$ cat src/cbt_cfg.svh
`ifndef CBT_CFG_SVH
`define CBT_CFG_SVH

// ****************************************************************
// Clock and timing
// ****************************************************************
`define CBT_CLK_NS          20
`define CBT_ABLANK_NS       300
`define CBT_ABLANK_CYC      ((`CBT_ABLANK_NS + `CBT_CLK_NS - 1) / `CBT_CLK_NS)

// ****************************************************************
// Oscillator period counts
// ****************************************************************
`define CBT_CHOP_TICKS      16
`define CBT_FAST_TICKS      6
`define CBT_FORCE_TICKS     4
`define CBT_DEAD_TICKS      4
`define CBT_OC_MIN_TICKS    4
`define CBT_OC_MAX_TICKS    8
`define CBT_DBLANK_SHORT    4
`define CBT_DBLANK_LONG     8

`endif

$ cat src/cbt_chopper_note_unused.sv
`timescale 1ns/1ns

$ cat src/cbt_pkg.sv
package cbt_pkg;

    // ****************************************************************
    // Bridge state, Gray coded along off-charge-slow-fast
    // ****************************************************************
    typedef enum logic [1:0] {
        CBT_OFF    = 2'h0,
        CBT_CHARGE = 2'h1,
        CBT_SLOW   = 2'h3,
        CBT_FAST   = 2'h2
    } cbt_state_t;

    // Gate drive of one H-bridge
    typedef struct packed {
        logic u1;
        logic u2;
        logic l1;
        logic l2;
    } cbt_gate_t;

endpackage : cbt_pkg

$ cat src/cbt_chopper.sv
`timescale 1ns/1ns
`include "cbt_cfg.svh"

// Summary of operation
// - Ignore overcurrent detector four oscillator periods
// - Shut outputs four to eight periods later
// - Stepping mode uses fixed analog blank
// - DC mode blank counts oscillator periods
// - Stepping mode forces digital blank zero
// - DC input transitions start digital blank
// - Charge phase start begins digital blank
// - DC start uses 37.5 percent mixed decay
// - DC mode: first four oscillator periods forced charge, blanked
// - Threshold at forced end goes fast
// - All timing but the analog blank (clock cycles) derived from reference oscillator
// - Overcurrent latches outputs off until reset or standby
// - Sequence charge slow fast, mirrored direction
module cbt_chopper
    import cbt_pkg::*;
#(
    parameter int CHOP_TICKS  = `CBT_CHOP_TICKS,
    parameter int FAST_TICKS  = `CBT_FAST_TICKS,
    parameter int ABLANK_CYC  = `CBT_ABLANK_CYC
) (
    // Clock and reset
    input  wire logic      MCLK,
    input  wire logic      RSTN,
    // Reference oscillator, one pulse per period
    input  wire logic      OSC_TICK,
    // Mode straps, caught after reset release
    input  wire logic      DC_MODE,
    input  wire logic      BLANK_LONG,
    // Controller inputs
    input  wire logic      STANDBY,
    input  wire logic      PHASE_IN,
    input  wire logic      PWM_IN,
    // Analog sense
    input  wire logic      CURRENT_TRIP,
    input  wire logic      OVERCURRENT_RAW,
    // Bridge and status
    output cbt_gate_t      BRIDGE,
    output cbt_state_t     DECAY_STATE,
    output logic           BLANK_ACTIVE,
    output logic           FAULT
);

    // ****************************************************************
    // Widths
    // ****************************************************************
    localparam int PW = $clog2(CHOP_TICKS);
    localparam int AW = $clog2(ABLANK_CYC + 1);
    localparam logic [PW-1:0] PER_LAST  = PW'(CHOP_TICKS - 1);
    localparam logic [PW-1:0] FAST_AT   = PW'(CHOP_TICKS - FAST_TICKS);
    localparam logic [PW-1:0] FORCE_END = PW'(`CBT_FORCE_TICKS);
    localparam logic [3:0]    DEAD_N    = 4'(`CBT_DEAD_TICKS);
    localparam logic [3:0]    OC_N      = 4'(`CBT_OC_MIN_TICKS);

    // ****************************************************************
    // Registers
    // ****************************************************************
    logic            init_q;      // Straps caught
    logic            dc_q;        // DC motor mode
    logic            blong_q;     // Long digital blank
    logic [PW-1:0]   per_q;       // Position in chop period
    cbt_state_t      state_q;     // Bridge state
    cbt_state_t      state_d;
    logic            phase_q;     // Previous direction input
    logic            pwm_q;       // Previous PWM input
    logic [3:0]      dbl_q;       // Digital blank periods left
    logic [3:0]      dbl_d;
    logic [AW-1:0]   abl_q;       // Analog blank cycles left
    logic [AW-1:0]   abl_d;
    logic [3:0]      dead_q;      // Overcurrent dead band left
    logic [3:0]      dead_d;
    logic [3:0]      oc_q;        // Persisting overcurrent periods
    logic [3:0]      oc_d;
    logic            fault_q;     // Latched shutdown
    cbt_gate_t       gate_q;      // Registered gate drive
    cbt_gate_t       gate_d;

    // ****************************************************************
    // Decode
    // ****************************************************************
    // All decode is combinational on registered state and the synchronous
    // pins. Blanking is a plain OR of the two blank counters, so a charge
    // start that lands inside a running digital blank simply extends it.
    // The comparator and the overcurrent detector are gated by the same
    // blank, which keeps recovery spikes from ending a charge or tripping.
    wire per_end    = OSC_TICK && (per_q == PER_LAST);
    wire in_edge    = (PHASE_IN != phase_q) || (PWM_IN != pwm_q);
    wire run        = init_q && !STANDBY && !fault_q;
    wire drive      = run && PWM_IN;
    wire forced     = dc_q && (per_q < FORCE_END);
    wire blank      = (dbl_q != 4'h0) || (abl_q != '0);
    wire trip_ok    = CURRENT_TRIP && !blank;
    wire oc_ok      = OVERCURRENT_RAW && !blank && (dead_q == 4'h0);
    wire chg_start  = (state_d == CBT_CHARGE) && (state_q != CBT_CHARGE);
    wire switching  = chg_start || (in_edge && init_q);
    wire [3:0] dbl_len = blong_q ? 4'(`CBT_DBLANK_LONG) : 4'(`CBT_DBLANK_SHORT);

    // ****************************************************************
    // Strap capture at reset release
    // ****************************************************************
    // Mode and blank length are chosen once, so a strap glitch later
    // cannot change blanking under a running motor.
    always_ff @(posedge MCLK) begin
        if (!RSTN) begin
            init_q  <= 1'b0;
            dc_q    <= 1'b0;
            blong_q <= 1'b0;
        end else if (!init_q) begin
            init_q  <= 1'b1;
            dc_q    <= DC_MODE;
            blong_q <= BLANK_LONG;
        end
    end

    // ****************************************************************
    // Chop period counter
    // ****************************************************************
    // The counter only moves on oscillator pulses, so the chop frequency,
    // the digital blank and the dead band all follow the external RC.
    // It is not cleared by standby: the period keeps its phase, which
    // trades a fresh start for a counter with one clear source.
    // period from oscillator
    always_ff @(posedge MCLK) begin
        if (!RSTN) begin
            per_q <= '0;
        end else if (per_end) begin
            per_q <= '0;
        end else if (OSC_TICK) begin
            per_q <= per_q + PW'(1);
        end
    end

    // ****************************************************************
    // Decay sequencer
    // ****************************************************************
    always_comb begin
        state_d = state_q;
        if (!drive) begin
            // Brake or off
            state_d = run ? CBT_SLOW : CBT_OFF;
        end else if (!pwm_q) begin
            // brake to drive charges at once
            state_d = CBT_CHARGE;
        end else begin
            unique case (state_q)
                CBT_OFF: begin
                    state_d = CBT_CHARGE;
                end
                CBT_CHARGE: begin
                    if (forced) begin
                        state_d = CBT_CHARGE;
                    end else if (trip_ok && dc_q && per_q == FORCE_END) begin
                        state_d = CBT_FAST;
                    end else if (trip_ok) begin
                        state_d = (per_q >= FAST_AT) ? CBT_FAST : CBT_SLOW;
                    end
                end
                CBT_SLOW: begin
                    if (per_end) begin
                        state_d = CBT_CHARGE;
                    end else if (per_q >= FAST_AT) begin
                        state_d = CBT_FAST;
                    end
                end
                CBT_FAST: begin
                    if (per_end) begin
                        state_d = CBT_CHARGE;
                    end
                end
            endcase
        end
    end

    // ****************************************************************
    // Gate pattern
    // ****************************************************************
    // Pattern is taken from the next state so the gates and the state
    // register move on the same edge. Slow decay shorts both low sides
    // and so needs no mirroring; charge and fast swap with direction.
    // mirrored by direction
    always_comb begin
        unique case (state_d)
            CBT_CHARGE: gate_d = PHASE_IN ? 4'h9 : 4'h6;
            CBT_SLOW:   gate_d = 4'h3;
            CBT_FAST:   gate_d = PHASE_IN ? 4'h6 : 4'h9;
            CBT_OFF:    gate_d = 4'h0;
        endcase
    end

    always_ff @(posedge MCLK) begin
        if (!RSTN) begin
            state_q <= CBT_OFF;
            gate_q  <= '0;
            phase_q <= 1'b0;
            pwm_q   <= 1'b0;
        end else begin
            state_q <= state_d;
            gate_q  <= gate_d;
            phase_q <= PHASE_IN;
            pwm_q   <= PWM_IN;
        end
    end

    // ****************************************************************
    // Blanking
    // ****************************************************************
    // Digital blank counts oscillator periods and exists in DC mode only;
    // the analog blank counts clock cycles and follows every charge start.
    // A new switching event restarts the digital count rather than adding
    // to it, so a fast PWM input can hold the comparator masked for good:
    // users must keep the PWM period longer than the chosen blank.
    always_comb begin
        dbl_d = dbl_q;
        abl_d = abl_q;
        if (!dc_q) begin
            dbl_d = 4'h0;
        end else if (switching) begin
            dbl_d = dbl_len;
        end else if (OSC_TICK && dbl_q != 4'h0) begin
            dbl_d = dbl_q - 4'h1;
        end
        if (chg_start) begin
            abl_d = AW'(ABLANK_CYC);
        end else if (abl_q != '0) begin
            abl_d = abl_q - AW'(1);
        end
    end

    always_ff @(posedge MCLK) begin
        if (!RSTN) begin
            dbl_q <= 4'h0;
            abl_q <= '0;
        end else begin
            dbl_q <= dbl_d;
            abl_q <= abl_d;
        end
    end

    // ****************************************************************
    // Overcurrent detection
    // ****************************************************************
    // Persistence is counted in oscillator periods so a real short
    // stops the bridge four periods after it becomes visible; a dead
    // band may add up to four more.
    always_comb begin
        dead_d = dead_q;
        oc_d   = oc_q;
        if (switching || !run) begin
            dead_d = DEAD_N;
        end else if (OSC_TICK && dead_q != 4'h0) begin
            dead_d = dead_q - 4'h1;
        end
        if (!oc_ok) begin
            oc_d = 4'h0;
        end else if (OSC_TICK) begin
            oc_d = oc_q + 4'h1;
        end
    end

    always_ff @(posedge MCLK) begin
        if (!RSTN) begin
            dead_q  <= DEAD_N;
            oc_q    <= 4'h0;
            fault_q <= 1'b0;
        end else begin
            dead_q <= dead_d;
            oc_q   <= oc_d;
            if (STANDBY) begin
                fault_q <= 1'b0;
            end else if (oc_d >= OC_N) begin
                fault_q <= 1'b1;
            end
        end
    end

    // ****************************************************************
    // Outputs
    // ****************************************************************
    // The fault gate sits after the gate register so shutdown does not
    // wait for the sequencer; the state output is not gated and falls to CBT_OFF.
    // outputs forced off
    assign BRIDGE       = fault_q ? cbt_gate_t'(4'h0) : gate_q;
    assign DECAY_STATE  = state_q;
    assign BLANK_ACTIVE = blank;
    assign FAULT        = fault_q;

endmodule : cbt_chopper

$ cat config.mk
export PLATFORM = sky130hd
export DESIGN_NAME = cbt_chopper
export DESIGN_NICKNAME = d
export VERILOG_FILES = /design/src/cbt_chopper_note_unused.sv /design/src/cbt_pkg.sv /design/src/cbt_chopper.sv
export VERILOG_INCLUDE_DIRS = /design/src
export SDC_FILE = /design/constraint.sdc
export NUM_CORES = 1
export LEC_CHECK = 0
export ABC_CLOCK_PERIOD_IN_PS = 1830
export BUFFER_PORTS_ARGS = -buffer_cell sky130_fd_sc_hd__buf_2
export CAP_MARGIN = 20
export CORE_ASPECT_RATIO = 1.2
export CORE_MARGIN = 2
export CORE_UTILIZATION = 30
export CTS_BUF_LIST = sky130_fd_sc_hd__clkbuf_16
export CTS_CLUSTER_SIZE = 12
export DETAILED_ROUTE_END_ITERATION = 7
export GPL_TIMING_DRIVEN = 0
export PLACE_DENSITY = 0.44
export SYNTH_ARGS = -nofsm -noshare
export SYNTH_HDL_FRONTEND = slang
export SYNTH_SLANG_ARGS = --single-unit
$ cat constraint.sdc
create_clock -name MCLK -period 1.83 [get_ports MCLK]
set_clock_uncertainty 0.05 [all_clocks]
set_input_delay 0.366 -clock MCLK [delete_from_list [all_inputs] [get_ports MCLK]]
set_output_delay 0.366 -clock MCLK [all_outputs]
set_load 0.005 [all_outputs]
==> metrics.txt <==
Starting Density=0.3146; Post-synth EDFFs=0; final worst slack=-0.05879 ns; first-pass GRT wire length=around 5.7 mm; cell area after synthesis=between 0.0015 and 0.002 mm²; Via Count=1255; CTS max path bufs=2; largest net degree at the start of global routing=11; hold path depth=1; port bufs=16; Ys Warns=0; crit-path max FO=3; vias in the first global route=between 1000 and 1500; WS Path Type=reg -> out; leakage=between 0.7 and 0.8 nW; Rel. slew slack=0.6063; share of cells above drive strength 1=0.2365; Peak VDD IR=roughly 420 µV; Crit. Startpoint=dbl_q[1]; Worst-Margin Slew=between 0.5 and 0.6 ns; failing checks=negative setup slack; remaining antenna violation count=0; Max Slew Vio Count=0; antenna violations before repair=0; Avg Vias per Cell=about 4.8; fin area=0.001993 mm²; Worst-Skew Late Latency=roughly 0.27 ns; Site Rows=28; Gate Count Post-Synth=171; Worst Setup Start Kind=register; die height=slightly above 80 µm; RSZ-0062 raised after global routing=true; Routed WL=between 3 and 4 mm; CP Capture Type=output port; hpwl dp=between 2 and 3 mm; Worst Path Required=between 1 and 1.5 ns; Global Route Usage Sum=0.1228; Slowest-stage cell, CP=or3b_4; cells on worst reg2reg path=7; sequential fraction of the synthesis area=0.4093; Nets=around 220; I/O pin count=18; syn nets=190; Worst EP arrival=1.47 ns; Area Growth Syn to Fin=27.34%; Hold Vio Cnt, Final=0; Iteration-0 DRC Markers=32; gpl congestion=0.7112; CTS tree=done; Final setup viols=3; clock-pin slew on the worst setup and hold paths=approximately 0.050 ns; commonest non-fill, non-tap cells in the layout=30 x dfxtp_1, 20 x nor2_1, 15 x buf_2, 10 x inv_1, 10 x nand2_1; Main synth FF type=dfxtp_1; Core Region=slightly below 0.005 mm²; Unique masters post-synth=39; First-pass DRT Iterations=4; global route total overflow=0; Avg Inst Size Synth=about 9.2 µm²; period utilization=1.032; CTS Buf Count=5; share of flip-flops with an asynchronous set or reset=0; Horiz. Die Dim=about 70 µm; fin crit period=about 1.9 ns; Fin Hold WS=~0.23 ns; DP Area=between 0.0015 and 0.002 mm²; CTS Root Cell=clkbuf_16; Yosys reg bits=32; DRC violations left=0; worst min-delay path category=in -> reg; Max-Cap Viols=0; Power Density=about 1000 mW/mm²; n_diodes=0; Highest Clock Rate=0.5294 GHz; CP cell instances=inv_2, ha_4, or3b_4, nand2b_4, buf_6; Die Area=just under 0.006 mm²; most common cell after layout, fill and taps aside=dfxtp_1; clk sink count=32; outcome=finished with violations; detailed-route wire length per cell=12.90 µm; HP Start=RSTN; htree depth=2; FF-to-FF Start=dbl_q[1]; max incr delay on CP=roughly 0.4 ns
[cells by family (layout without fill, tap and decap cells)]
family,after synthesis,in the layout,share of synthesized area
fa+ha+maj,9,9,0.07194
mux,6,6,0.03837
simple gates,68,68,0.2358
buf+inv,14,46,0.03357
xor+xnor,15,15,0.08394
flops,32,32,0.4093
compound gates,27,27,0.1271
[synthesized netlist by cell type (4+ instances only)]
| cell | instances | share of area |
|---|---|---|
| dfxtp_1 | 32 | 0.41 |
| nor2_1 | 21 | 0.050 |
| inv_1 | 11 | 0.026 |
| nand2_1 | 10 | 0.024 |
| ha_1 | 9 | 0.072 |
| xnor2_1 | 8 | 0.045 |
| xor2_1 | 7 | 0.039 |
| mux2i_1 | 6 | 0.038 |
| nor2b_1 | 6 | 0.024 |
| and2_1 | 4 | 0.016 |
| nand3_1 | 4 | 0.013 |
| nand4_1 | 4 | 0.016 |
| nor3_1 | 4 | 0.013 |
| o21a_1 | 4 | 0.019 |
| o21ai_0 | 4 | 0.013 |
[metrics by stage]
step / power [W] / std cells / setup slack (ns) / util / TNS, ns
3_5_place_dp: 0.001199 / 247 / -0.1328 / 0.3476 / -1.051
4_1_cts: 0.002078 / 261 / -0.05719 / 0.3924 / -0.05719
6_report: 0.002079 / 263 / -0.05879 / 0.4007 / -0.09298
3_3_place_gp: 0.001179 / 247 / -0.09898 / 0.3476 / -0.6045
5_1_grt: 0.002196 / 263 / -0.1030 / 0.4007 / -0.3384
2_1_floorplan: 0.001099 / 171 / 0.001303 / - / 0
[state kept, by name, indices dropped and copies added (netlist names)]
| register | count |
|---|---|
| blong_q | 1 |
| gate_q | 4 |
| abl_q | 4 |
| oc_q | 4 |
| FAULT | 1 |
| dc_q | 1 |
| init_q | 1 |
| DECAY_STATE | 2 |
| dbl_q | 4 |
| dead_q | 4 |
| per_q | 4 |
| pwm_q | 1 |
| phase_q | 1 |
[path summary, 6_finish.rpt]
path                                     end  slack, ns
worst max-delay path            BLANK_ACTIVE      -0.06
worst min-delay path                  init_q       0.23
worst max register to register     gate_q[3]      -0.03
worst min register to register      dbl_q[2]       0.44
[metal layers]
layer  GRT usage  share of wire  routed length [µm]  up-vias
li1            -              -                   -      651
met1      0.1472           0.45                1523      584
met2      0.2026           0.50                1686       16
met3     0.04490          0.040                 136        4
met4     0.04021          0.013                  45        0
met5           0              0                   0        -
[cell type report]
| type | count | area [µm²] |
|---|---|---|
| well taps | 60 | 75.07 |
| repair buffers | 24 | 146.4 |
| plain buffers | 3 | 11.26 |
| inverters | 11 | 41.29 |
| multi-input cells | 125 | 939.7 |
| flip-flops and latches | 32 | 643.1 |
| clock inverters | 3 | 11.26 |
| clock buffers | 5 | 125.1 |
| fillers | 513 | 2982 |
[timing repair]
item	in CTS	in global routing
gates resized for setup	11	9
buffers inserted	6	2
hold buffers	0	0
pin swaps	2	4
endpoints found under the setup margin	6	19
[power breakdown]
part | leakage (nW) | internal [W] | switching, W
logic | 0.460 | 0.000287 | 0.000217
registers | 0.262 | 0.000755 | 0.0000540
clock network | 0.0738 | 0.000488 | 0.000279
[critical path, delay by kind of cell (launching register included)]
kind | cells | cell delay [ns]
flip-flops | 1 | 0.33
buffers and inverters | 2 | 0.19
AND/OR/NAND/NOR | 2 | 0.56
adder cells (fa/ha/maj) | 1 | 0.12
(Power assumes the default switching activity.)
